`src/rtl/fpoc_map.vh`:
```
/*
 Constants for the phrase-program and program-once command sequencer:
 command codes, parameter indices, APB offsets and bit positions.
 Assumes inclusion by bare name from the sequencer file.
*/
`ifndef FPOC_MAP_VH
`define FPOC_MAP_VH

// Command codes
`define FPOC_CMD_RD_ONCE 8'h04
`define FPOC_CMD_PGM 8'h06
`define FPOC_CMD_PGM_ONCE 8'h07

// Parameter index values
`define FPOC_IX_CMD 3'h0
`define FPOC_IX_ADDR 3'h1
`define FPOC_IX_W0 3'h2
`define FPOC_IX_W3 3'h5

// Once phrase index limit and phrase count
`define FPOC_ONCE_MAX 16'h0007
`define FPOC_ONCE_N 8

// APB byte offsets
`define FPOC_OFF_STAT 12'h000
`define FPOC_OFF_IX 12'h004
`define FPOC_OFF_PARAM 12'h008
`define FPOC_OFF_CTRL 12'h00c
`define FPOC_OFF_FLTI 12'h010

// Status bits
`define FPOC_ST_DONE 7
`define FPOC_ST_ACC 5
`define FPOC_ST_PV 4
`define FPOC_ST_MG1 1
`define FPOC_ST_MG0 0

// Control bits
`define FPOC_CT_MODE 0
`define FPOC_CT_PROT 1

// Fault inject bits
`define FPOC_FI_ANY 0
`define FPOC_FI_NC 1

// Algorithm step cycles and phrase select width
`define FPOC_STEP_CYC 4'h3
`define FPOC_PHR_BITS 3

`endif

```
`src/rtl/fpoc_seq.v`:
```
/*
 Command sequencer for one-time read, code-flash phrase program and
 one-time program. Holds two small phrase arrays standing in for the
 flash core and the reserved once field.
 Assumes an APB master on pclk and a single clock domain.
*/
// The APB register port and the address map were chosen for this implementation.
`default_nettype none
`include "fpoc_map.vh"
module fpoc_seq #(
  parameter PHRASES = 8,
  parameter ADDR_LIMIT = 18'h0ffff
) (
  // Clock, reset, enable
  input wire pclk,
  input wire presetn,
  input wire ce,
  // APB slave
  input wire psel,
  input wire penable,
  input wire pwrite,
  input wire [11:0] paddr,
  input wire [31:0] pwdata,
  output reg [31:0] prdata,
  output wire pready,
  output wire pslverr,
  // Code-flash read port
  input wire [17:0] rd_addr,
  output reg [15:0] rd_data,
  output reg rd_invalid
);

  // Sequencer states
  // S_IDLE: waiting for a launch, completion flag set
  // S_CHECK: one cycle of launch-time parameter checks
  // S_WRITE: timed program step for either program command
  // S_VERIFY: timed read-back of the programmed phrase
  // S_READ: timed fetch of a reserved phrase
  // S_DONE: raises the completion flag, back to idle
  // Codes are plain binary; unused codes fall back to idle
  localparam S_IDLE = 3'd0;
  localparam S_CHECK = 3'd1;
  localparam S_WRITE = 3'd2;
  localparam S_VERIFY = 3'd3;
  localparam S_READ = 3'd4;
  localparam S_DONE = 3'd5;

  // Storage and control state
  // The two phrase arrays stand in for the flash core and the
  // reserved field; both come out of reset erased, all ones.
  // param_q holds the six parameter words, index 0 to 5.
  // cnt_q times each algorithm step; cmd_q latches the opcode so a
  // later parameter write cannot change the running command.
  // ctrl_q: bit 0 mode allows commands, bit 1 marks region protected.
  // flti_q: test hooks forcing margin errors on read or verify.
  reg [15:0] param_q [0:5];
  reg [63:0] core_q [0:PHRASES-1];
  reg [63:0] once_q [0:`FPOC_ONCE_N-1];
  reg [2:0] param_index_ptr_q;
  reg cmd_complete_flag_q;
  reg access_error_flag_q;
  reg protect_violation_flag_q;
  reg margin_status_hi_q;
  reg margin_status_lo_q;
  reg [1:0] ctrl_q;
  reg [1:0] flti_q;
  reg [2:0] state_q;
  reg [3:0] cnt_q;
  reg [7:0] cmd_q;
  integer i;

  // Limitation: the slave never stalls and never reports a bus
  // error, so refused writes are silently dropped instead.
  // APB has no wait states
  assign pready = 1'b1;
  assign pslverr = 1'b0;

  // Write strobe and phrase views of the parameter words
  // gaddr joins block bits from word 0 with word 1; phr_sel picks a
  // model phrase from the address, once_sel a reserved phrase.
  wire wr_en = psel & penable & pwrite & ce;
  wire [63:0] phr_word = {param_q[5], param_q[4], param_q[3], param_q[2]};
  wire [17:0] gaddr = {param_q[0][1:0], param_q[1]};
  wire [2:0] phr_sel = gaddr[`FPOC_PHR_BITS+2:3];
  wire [2:0] once_sel = param_q[1][2:0];
  // Writing 1 to completion flag clears it, launching
  wire launch = wr_en & (paddr == `FPOC_OFF_STAT) &
                pwdata[`FPOC_ST_DONE] & cmd_complete_flag_q;

  // Checks run on the parameters as they stand one cycle after
  // launch; software cannot change them then, since writes are
  // refused while the completion flag is low.
  // Access errors win over protection: a bad address never also
  // reports a violation, which keeps the two flags exclusive.
  // Launch-time error decoding, shared by all commands
  function [1:0] launch_err;
    input [7:0] cmd;
    input [2:0] ix;
    input [1:0] ctl;
    input [17:0] ga;
    input [15:0] pidx;
    input [63:0] oval;
    reg acc;
    reg pv;
    begin
      acc = 1'b0;
      pv = 1'b0;
      if (!ctl[`FPOC_CT_MODE])
        acc = 1'b1;
      case (cmd)
        `FPOC_CMD_RD_ONCE: begin
          if (ix != `FPOC_IX_ADDR)
            acc = 1'b1;
          if (pidx > `FPOC_ONCE_MAX)
            acc = 1'b1;
        end
        `FPOC_CMD_PGM: begin
          if (ix != `FPOC_IX_W3)
            acc = 1'b1;
          if (ga[2:0] != 3'h0)
            acc = 1'b1;
          if (ga > ADDR_LIMIT)
            acc = 1'b1;
          if (!acc && ctl[`FPOC_CT_PROT])
            pv = 1'b1;
        end
        `FPOC_CMD_PGM_ONCE: begin
          if (ix != `FPOC_IX_W3)
            acc = 1'b1;
          if (pidx > `FPOC_ONCE_MAX)
            acc = 1'b1;
          else if (oval != 64'hffffffffffffffff &&
                   oval != 64'h0000ffffffffffff)
            acc = 1'b1;
        end
        default: acc = 1'b1;
      endcase
      launch_err = {acc, pv};
    end
  endfunction

  wire [1:0] lerr = launch_err(param_q[0][15:8], param_index_ptr_q,
                               ctrl_q, gaddr, param_q[1],
                               once_q[once_sel]);

  // Register write side and the command state machine share one
  // process so that the launch and the parameter lock see the
  // same completion flag value; splitting them would let a write
  // slip in during the launch cycle.
  // Timing per command, counted from the launch edge:
  //   launch error: completion flag set again after two edges
  //   once read: three step cycles, then words land, then done
  //   program commands: write step, verify step, then done
  // The clock enable holds every register, counters included.
  // Sequencer, flags and register writes
  always @(posedge pclk or negedge presetn) begin
    if (!presetn) begin
      state_q <= S_IDLE;
      cnt_q <= 4'h0;
      cmd_q <= 8'h00;
      param_index_ptr_q <= 3'h0;
      cmd_complete_flag_q <= 1'b1;
      access_error_flag_q <= 1'b0;
      protect_violation_flag_q <= 1'b0;
      margin_status_hi_q <= 1'b0;
      margin_status_lo_q <= 1'b0;
      ctrl_q <= 2'h1;
      flti_q <= 2'h0;
      for (i = 0; i < 6; i = i + 1)
        param_q[i] <= 16'h0000;
      for (i = 0; i < PHRASES; i = i + 1)
        core_q[i] <= 64'hffffffffffffffff;
      for (i = 0; i < `FPOC_ONCE_N; i = i + 1)
        once_q[i] <= 64'hffffffffffffffff;
    end else if (ce) begin
      // Index pointer writes accept any value, but parameter access
      // beyond index 5 is dropped on write and reads back as zero.
      // The control and fault registers take effect at the next launch.
      // Register writes, blocked while a command runs
      if (wr_en && cmd_complete_flag_q) begin
        case (paddr)
          `FPOC_OFF_STAT: begin
            // Error flags write-one-to-clear
            if (pwdata[`FPOC_ST_ACC])
              access_error_flag_q <= 1'b0;
            if (pwdata[`FPOC_ST_PV])
              protect_violation_flag_q <= 1'b0;
          end
          `FPOC_OFF_IX: param_index_ptr_q <= pwdata[2:0];
          `FPOC_OFF_PARAM:
            if (param_index_ptr_q <= `FPOC_IX_W3)
              param_q[param_index_ptr_q] <= pwdata[15:0];
          `FPOC_OFF_CTRL: ctrl_q <= pwdata[1:0];
          `FPOC_OFF_FLTI: flti_q <= pwdata[1:0];
          default: ;
        endcase
      end
      // Command state machine
      // A launch while an error flag is pending is ignored: the
      // completion flag stays set and software sees no change.
      case (state_q)
        S_IDLE:
          // Pending errors block the launch, software must clear first
          if (launch && !access_error_flag_q &&
              !protect_violation_flag_q) begin
            cmd_complete_flag_q <= 1'b0;
            margin_status_hi_q <= 1'b0;
            margin_status_lo_q <= 1'b0;
            cmd_q <= param_q[0][15:8];
            state_q <= S_CHECK;
          end
        S_CHECK: begin
          cnt_q <= `FPOC_STEP_CYC;
          if (lerr != 2'b00) begin
            access_error_flag_q <= lerr[1];
            // once commands never reach here with pv set
            protect_violation_flag_q <= lerr[0];
            state_q <= S_DONE;
          end else if (cmd_q == `FPOC_CMD_RD_ONCE)
            state_q <= S_READ;
          else
            state_q <= S_WRITE;
        end
        S_WRITE:
          if (cnt_q != 4'h0)
            cnt_q <= cnt_q - 4'h1;
          else begin
            // Model array write: the real core would pulse its program
            // circuit here for the whole step; one write is enough.
            // program words
            if (cmd_q == `FPOC_CMD_PGM)
              core_q[phr_sel] <= phr_word;
            else
              once_q[once_sel] <= phr_word;
            cnt_q <= `FPOC_STEP_CYC;
            state_q <= S_VERIFY;
          end
        S_VERIFY:
          if (cnt_q != 4'h0)
            cnt_q <= cnt_q - 4'h1;
          else begin
            // any error
            // A non-correctable error is an error too, so both rise
            if (flti_q[`FPOC_FI_ANY] || flti_q[`FPOC_FI_NC] ||
                (cmd_q == `FPOC_CMD_PGM && core_q[phr_sel] != phr_word) ||
                (cmd_q != `FPOC_CMD_PGM && once_q[once_sel] != phr_word))
              margin_status_hi_q <= 1'b1;
            if (flti_q[`FPOC_FI_NC])
              margin_status_lo_q <= 1'b1;
            state_q <= S_DONE;
          end
        S_READ:
          if (cnt_q != 4'h0)
            cnt_q <= cnt_q - 4'h1;
          else begin
            // Words land all at once so software never sees a mix
            // fetch phrase
            param_q[2] <= once_q[once_sel][15:0];
            param_q[3] <= once_q[once_sel][31:16];
            param_q[4] <= once_q[once_sel][47:32];
            param_q[5] <= once_q[once_sel][63:48];
            if (flti_q[`FPOC_FI_ANY] || flti_q[`FPOC_FI_NC])
              margin_status_hi_q <= 1'b1;
            if (flti_q[`FPOC_FI_NC])
              margin_status_lo_q <= 1'b1;
            state_q <= S_DONE;
          end
        S_DONE: begin
          cmd_complete_flag_q <= 1'b1;
          state_q <= S_IDLE;
        end
        default: state_q <= S_IDLE;
      endcase
    end
  end

  // Read side is separate: it only looks at the sequencer state.
  // While a once command runs, the code-flash port returns a fixed
  // invalid pattern; the code-flash program command does not block
  // it in this model, since the array write happens in one cycle.
  // prdata is loaded in the setup cycle so the zero-wait access
  // phase always finds it settled; it then holds until the next
  // read setup, which is what the bus contract promises.
  // Registered read data and flash read port
  always @(posedge pclk or negedge presetn) begin
    if (!presetn) begin
      prdata <= 32'h00000000;
      rd_data <= 16'h0000;
      rd_invalid <= 1'b0;
    end else if (ce) begin
      rd_invalid <= !cmd_complete_flag_q && cmd_q != `FPOC_CMD_PGM;
      if (!cmd_complete_flag_q && cmd_q != `FPOC_CMD_PGM)
        rd_data <= 16'hdead;
      else
        case (rd_addr[2:1])
          2'h0: rd_data <= core_q[rd_addr[`FPOC_PHR_BITS+2:3]][15:0];
          2'h1: rd_data <= core_q[rd_addr[`FPOC_PHR_BITS+2:3]][31:16];
          2'h2: rd_data <= core_q[rd_addr[`FPOC_PHR_BITS+2:3]][47:32];
          default: rd_data <= core_q[rd_addr[`FPOC_PHR_BITS+2:3]][63:48];
        endcase
      // Setup phase read so data is ready in access phase
      if (psel && !penable && !pwrite)
        case (paddr)
          `FPOC_OFF_STAT: prdata <= {24'h000000, cmd_complete_flag_q,
            1'b0, access_error_flag_q, protect_violation_flag_q,
            2'b00, margin_status_hi_q, margin_status_lo_q};
          `FPOC_OFF_IX: prdata <= {29'h00000000, param_index_ptr_q};
          `FPOC_OFF_PARAM:
            if (param_index_ptr_q <= `FPOC_IX_W3)
              prdata <= {16'h0000, param_q[param_index_ptr_q]};
            else
              prdata <= 32'h00000000;
          `FPOC_OFF_CTRL: prdata <= {30'h00000000, ctrl_q};
          `FPOC_OFF_FLTI: prdata <= {30'h00000000, flti_q};
          default: prdata <= 32'h00000000;
        endcase
    end
  end

  // Known limits of this model
  // Only the three commands are decoded; every other code is an
  // access error. Erase commands and the clock divider live outside.
  // The reserved field is never erased here either, matching the
  // hardware: a programmed phrase stays until the next reset, unless it holds 0x0000ffffffffffff.
  // The protect bit covers the whole array, not a region map.
  // Status bits 6, 3 and 2 read as zero and ignore writes.
  // Offsets beyond the five registers read as zero.
  // Nothing here depends on the clock rate; step lengths are
  // counted in cycles of pclk.

endmodule // fpoc_seq
`default_nettype wire

```
`config.mk`:
```
export PLATFORM = sky130hd
export DESIGN_NAME = fpoc_seq
export DESIGN_NICKNAME = d
export VERILOG_FILES = /design/src/rtl/fpoc_seq.v
export VERILOG_INCLUDE_DIRS = /design/src /design/src/rtl
export SDC_FILE = /design/constraint.sdc
export NUM_CORES = 2
export LEC_CHECK = 0
export BUFFER_PORTS_ARGS = -buffer_cell sky130_fd_sc_hd__buf_2
export CORE_ASPECT_RATIO = 0.6
export CORE_MARGIN = 1.5
export CORE_UTILIZATION = 50
export CTS_BUF_LIST = sky130_fd_sc_hd__clkbuf_8
export DETAILED_ROUTE_END_ITERATION = 10
export PLACE_DENSITY = 0.66
export SYNTH_ARGS = -nofsm -noshare
export SYNTH_HDL_FRONTEND = slang
export SYNTH_SLANG_ARGS = --single-unit
```
`constraint.sdc`:
```
create_clock -name pclk -period 5.28 [get_ports pclk]
set_input_delay 0.264 -clock pclk [delete_from_list [all_inputs] [get_ports pclk]]
set_output_delay 0.264 -clock pclk [all_outputs]
set_load 0.01 [all_outputs]
```
Word-level counts from Yosys, hierarchy flattened:

Index checks and enable logic that the tools add are counted.

* input bits: 68
* memories kept: 0
* RAM bits: 0
* register bits: 1196
* bits in latches: 0
* logic and storage cells: 208
* bits in read-only memories: 0

* div/mod/pow operators: 0
* mux-type cells: 71
* bitwise logic cells: 12
* $lt $le $gt $ge: 10
* equal/unequal tests: 32
* reductions and logical operators: 46
* shift operators: 0
* $add $sub $neg: 1
* multipliers: 0

Operators by type and width (count)
* 512-bit bitwise mux: 2
* 64-bit 2-to-1 mux: 13
* 64-bit binary-select mux with 3-bit select: 3
* 64-bit demux with 3-bit select: 2
* 64-bit != test: 2
* 96-bit bitwise mux: 1
* 16-bit 2-to-1 mux: 5
* 16-bit case mux with 5 select lines: 1
* 64-bit by 48-bit != test with 1-bit output, second input constant: 1
* 64-bit != test, second input constant: 1
* 16-bit binary-select mux with 3-bit select: 1
* 16-bit demux with 3-bit select: 1
* 16-bit case mux with 3 select lines: 1
* 8-bit by 3-bit equality test with 1-bit output, second input constant: 5
* 1-bit 2-to-1 mux: 28
* 12-bit by 4-bit equality test with 1-bit output, second input constant: 2
* 18-bit by 16-bit > comparator with 1-bit output, second input constant: 1
* 3-bit AND reduction: 6
* 4-bit >= comparator, second input constant: 4
* 16-bit by 3-bit > comparator with 1-bit output, second input constant: 1
* 3-bit inverter with 4-bit output: 4
* 4-bit AND reduction: 4
* 3-bit 2-to-1 mux: 5
* 2-bit != test, second input constant: 7
* 34 further kinds: 71

Longest topological paths before layout:

* depth in word-level cells: 12
* depth in mapped cells: 14

Least setup slack after synthesis:

No wires, ideal clock.

* kind: register to register
* from: register param_q, in the netlist gaddr[4]
* to: register margin_status_hi_q
* setup slack: 2.413 ns
* library setup time: 0.128 ns
* arrival: 2.739 ns
* path buffers: 5
* period minus slack after synthesis: 2.867 ns
* stages on the path, launching flop included: 13
* cells stage by stage: dfrtp_1 -> clkbuf_1 -> buf_2 -> buf_2 -> clkbuf_1 -> buf_2 -> mux4_2 -> mux2i_1 -> xnor2_1 -> nor4_1 -> nand4_1 -> nor4_1 -> nor3_1

* longest elaborated chain between the ends: 10

RTL lines
* from (decl): RTL line fpoc_seq.v:56 `reg [15:0] param_q [0:5];`
* from (signal, indexed assignment): RTL line fpoc_seq.v:192 `param_q[param_index_ptr_q] <= pwdata[15:0];`
* 3-bit inverter with 4-bit output (implied by the code): RTL line fpoc_seq.v:245 `` (cmd_q == `FPOC_CMD_PGM && core_q[phr_sel] != phr_word) || ``
* 64-bit binary-select mux with 3-bit select: RTL line fpoc_seq.v:245
* 64-bit 2-to-1 mux (implied by the code) (2 in series): RTL line fpoc_seq.v:245
* 64-bit != test: RTL line fpoc_seq.v:245
* 1-bit logical AND: RTL line fpoc_seq.v:245
* 1-bit logical OR (2 in series): RTL line fpoc_seq.v:244 `` if (flti_q[`FPOC_FI_ANY] || flti_q[`FPOC_FI_NC] || ``
* 2-bit != test (no line)
* 7-bit AND reduction (no line)
* to (signal assigned): RTL line fpoc_seq.v:207 `margin_status_hi_q <= 1'b0;`
* to (signal assigned): RTL line fpoc_seq.v:247 `margin_status_hi_q <= 1'b1;`
* to (signal assigned): RTL line fpoc_seq.v:263 `margin_status_hi_q <= 1'b1;`
* to (decl): RTL line fpoc_seq.v:63 `reg margin_status_hi_q;`

No other way between the ends. The select of a mux whose other input is x is not followed.
A chain may end at the register's enable or synchronous reset.

Worst setup path after layout:

* from: register param_q, in the netlist gaddr[0]
* to: register state_q[1]

* longest elaborated chain between the ends: 12
* elaborated cells between the ends (all ways): 24
* classes of those cells: 2 x order compare; 2 x eq/ne; 14 x mux; 1 x bitwise; 5 x reduce/logical

RTL lines
* 3-bit inverter with 4-bit output (implied by the code): RTL line fpoc_seq.v:144 `once_q[once_sel]);`
* 64-bit binary-select mux with 3-bit select: RTL line fpoc_seq.v:144
* 64-bit 2-to-1 mux (implied by the code) (2 in series): RTL line fpoc_seq.v:144
* 64-bit != test or 64-bit by 48-bit != test with 1-bit output (tied branches): RTL line fpoc_seq.v:132, fpoc_seq.v:133
* 1-bit logical AND: RTL line fpoc_seq.v:132 `else if (oval != 64'hffffffffffffffff &&`
* 1-bit 2-to-1 mux: RTL line fpoc_seq.v:132
* 1-bit 2-to-1 mux: RTL line fpoc_seq.v:130 `` if (pidx > `FPOC_ONCE_MAX) ``
* 1-bit case mux with 3 select lines: RTL line fpoc_seq.v:110 `case (cmd)`
* 2-bit nonzero test *: RTL line fpoc_seq.v:214 `if (lerr != 2'b00) begin`
* 3-bit 2-to-1 mux *: RTL line fpoc_seq.v:214
* 3-bit case mux with 4 select lines *: RTL line fpoc_seq.v:201 `case (state_q)`
* to (signal assigned): RTL line fpoc_seq.v:218 `state_q <= S_DONE;`
* to (signal assigned): RTL line fpoc_seq.v:220 `state_q <= S_READ;`
* to (signal assigned): RTL line fpoc_seq.v:222 `state_q <= S_WRITE;`
* to (decl): RTL line fpoc_seq.v:67 `reg [2:0] state_q;`

Every way passes the cells marked *; elsewhere a longest branch is shown, timed or not. The select of a mux whose other input is x is not followed.

==> qor.yml <==
grt_pass1_wl_microns: 272000
syn-instance-count: 4131
crit_arrival_ps: 5310
register_area_sq_um: 30800
synth_top_area_share_pct: 44.0
peakVddDrop_mv: 0.258
slew_viol_final: 0
worst_pin_slew_ps: 1240
grt.total_usage_pct: 29.8
yosysSeqAreaShare_pct: 50.3
drive_gt1_share_pct: 70.6
fmaxAchievable_mhz: 222
pwr_density_cell_nw_per_um2: 265
cts_tree: "yes"
post-route-util_pct: 55.5
yosysWarnings: 0
syn_avg_cell_area_sq_um: 14.8
yosys-top-cells-area: "dfstp_2 44%, mux2_2 20%, mux4_2 14%"
place_congestion: 0.953
min_period_ps: 4500
core_area_sq_um: 122000
cp-end-kind: "flip-flop"
nets: 4250
status: "finished, final reports clean"
dieArea_sq_um: 125000
yosys_register_bits: 1180
cts.sinks: 1180
vias_per_cell: 6.46
htreeDepth: 4
port_buffers: 71
cp_max_fo: 53
ys_types: 69
clock_latency_ps: 910
cellLeakagePower_uw: 0.0272
syn_area_sq_um: 61200
worstSetupPathType: "reg -> reg"
rows: 99
hpwlAfterDp_microns: 117000
clock_path_buffers: 3
wirelength_microns: 183000
finalCritPeriodShare_pct: 85.2
fillers: 9677
fin_skew_ps: 44.1
startpoint_type: "flip-flop"
drt_iter0_drc: 4375
hold_class: "in -> async"
postRouteAntennaNets: 0
cts_root_buf: "clkbuf_8"
start_util_pct: 50.4
finalSetupViolCount: 0
ys_async_sr_fraction_pct: 100
grt_pass1_vias: 38500
ys.flop_type: "dfstp_2"
rsz0062_at_grt: "no"
cp.required_ps: 6090
synth-edff-count: 0
io_pins: 119
final_hold_viol_count: 0
via_count: 38400
synth_top_cell_by_area: "dfstp_2"
wl_per_cell_microns: 30.8
cap_violations: 0
cts_resized: 0
dr.pass1.iters: 8
path_clk_slew_ps: 70
post-route-drc-count: 0
fp.dieH_microns: 274
multiInputGateArea_sq_um: 28600
dieWidth_microns: 455
tns_ps: 0
maxSlewHeadroom_pct: 17.6
cts_buffers: 176
overflow: 0
antenna_found_initial: 7
syn_to_final_growth_pct: 10.1
grt_max_degree: 164
==> critical path: stages, from the launching register on <==
cell     delay, ps
dfrtp_4       1150
buf_4          390
mux4_2         600
nor4_1         680
and4_1         310
a31oi_1         40
o21ai_1        180
a41oi_1        290
or4_1          530
o31ai_2        180
==> kinds of logic after synthesis <==
group / Yosys count / share of synthesized area (%)
AO/OA/AOI/OAI: 301 / 3.35
XOR/XNOR: 126 / 1.80
adder cells (fa/ha/maj): 2 / 0.0409
buffers and inverters: 440 / 3.27
flip-flops: 1180 / 50.3
multiplexers: 1683 / 37.9
other: 2 / 0.0123
AND/OR/NAND/NOR: 397 / 3.34
==> registers in the layout, indices dropped and copies added, names as in the netlist, 2 cells and up <==
register           flops
param_q               78
rd_data               16
gaddr                 18
once_q               512
cmd_q                  8
ctrl_q                 2
core_q               512
cnt_q                  4
param_index_ptr_q      3
state_q                3
prdata                16
flti_q                 2
==> synth_stat cells (12+ instances only) <==
cell / n
o21ai_0: 47
nand2_1: 75
clkbuf_1: 266
nand4_1: 34
a21oi_1: 62
nand3_1: 33
nor4_1: 41
mux4_2: 394
nor2b_1: 41
buf_4: 29
a2bb2oi_1: 32
a221oi_1: 30
xnor2_1: 73
xor2_1: 53
dfrtp_1: 154
nor2_1: 98
mux2i_1: 161
buf_1: 27
mux2_1: 28
buf_6: 12
o22ai_1: 63
dfstp_2: 1026
nand2b_1: 13
nor3_1: 24
inv_1: 17
mux2_2: 1097
buf_2: 86
==> power by group <==
group	switching [uW]	internal [uW]	leakage, uW
Clock	3740	4030	0.00211
Combinational	647	232	0.0125
Sequential	106	9130	0.0126
==> path summary, 6_finish.rpt <==
kind / start / to / slack [ps] / depth (start not counted)
setup / recovery: gaddr[0] / state_q[1] / 780 / 9
setup reg to reg: gaddr[0] / state_q[1] / 780 / 9
hold reg to reg: prdata[14] / prdata[14] / 470 / 2
min in group pclk: rd_addr[2] / rd_data[7] / 120 / 3
hold / removal: presetn / param_q[39] / 10 / 2
max in group asynchronous: presetn / core_q[131] / 3890 / 3
==> per-layer routing <==
layer	global-route usage, %	routed length, microns
met1	45.8	84200
met2	40.4	75600
met3	8.97	18800
met4	8.41	4420
met5	0	13
==> final cells by class <==
| type | count | area share, % |
|---|---|---|
| diodes | 3 | 0.0111 |
| clock buffers | 227 | 4.63 |
| clock inverters | 91 | 0.718 |
| inverters | 17 | 0.0946 |
| multi-input cells | 2527 | 42.4 |
| flip-flops and latches | 1180 | 45.7 |
| well taps | 1616 | 3.00 |
| repair buffers | 278 | 3.38 |
==> cell usage in the layout, fill, tap and decap left out, types with 7 or more instances in the layout <==
cell and instances:
a2bb2oi_1 32, mux2i_1 161, nand2b_1 13, o22ai_1 63, conb_1 18, o31ai_1 11
a21oi_1 62, o32ai_1 7, o21ai_0 47, nor2b_1 39, dlygate4sd3_1 31, dfrtp_1 147
xor2_1 53, mux4_2 394, nand2_1 69, clkbuf_8 227, nor3_1 23, nand4_1 34
buf_12 21, mux2_2 1097, buf_4 157, mux2_1 28, nand3_1 31, clkinv_2 20
nor4_1 41, buf_2 66, dfstp_2 1026, inv_1 81, xnor2_1 73, a221oi_1 30
nor2_1 93
==> stage by stage <==
stage	total power (uW)	setup WS (ps)	hold WS, ps	instance area [sq um]	cells
finish	17900	781	14.0	67400	5939
global route	18500	643	72.7	67400	5938
CTS	18000	923	3.88	67400	5936
detailed placement	10200	946	385	63500	5587
global placement	10200	1010	380	63500	5587
floorplan	9710	2410	-31.6	61300	4147
==> timing repair <==
item / 4_1_cts / 5_1_grt
hold buffers: 31 / 0
endpoints found under the hold margin: 254 / 0
buffers inserted: 0 / 0
Power figures use the tool's default switching activity.
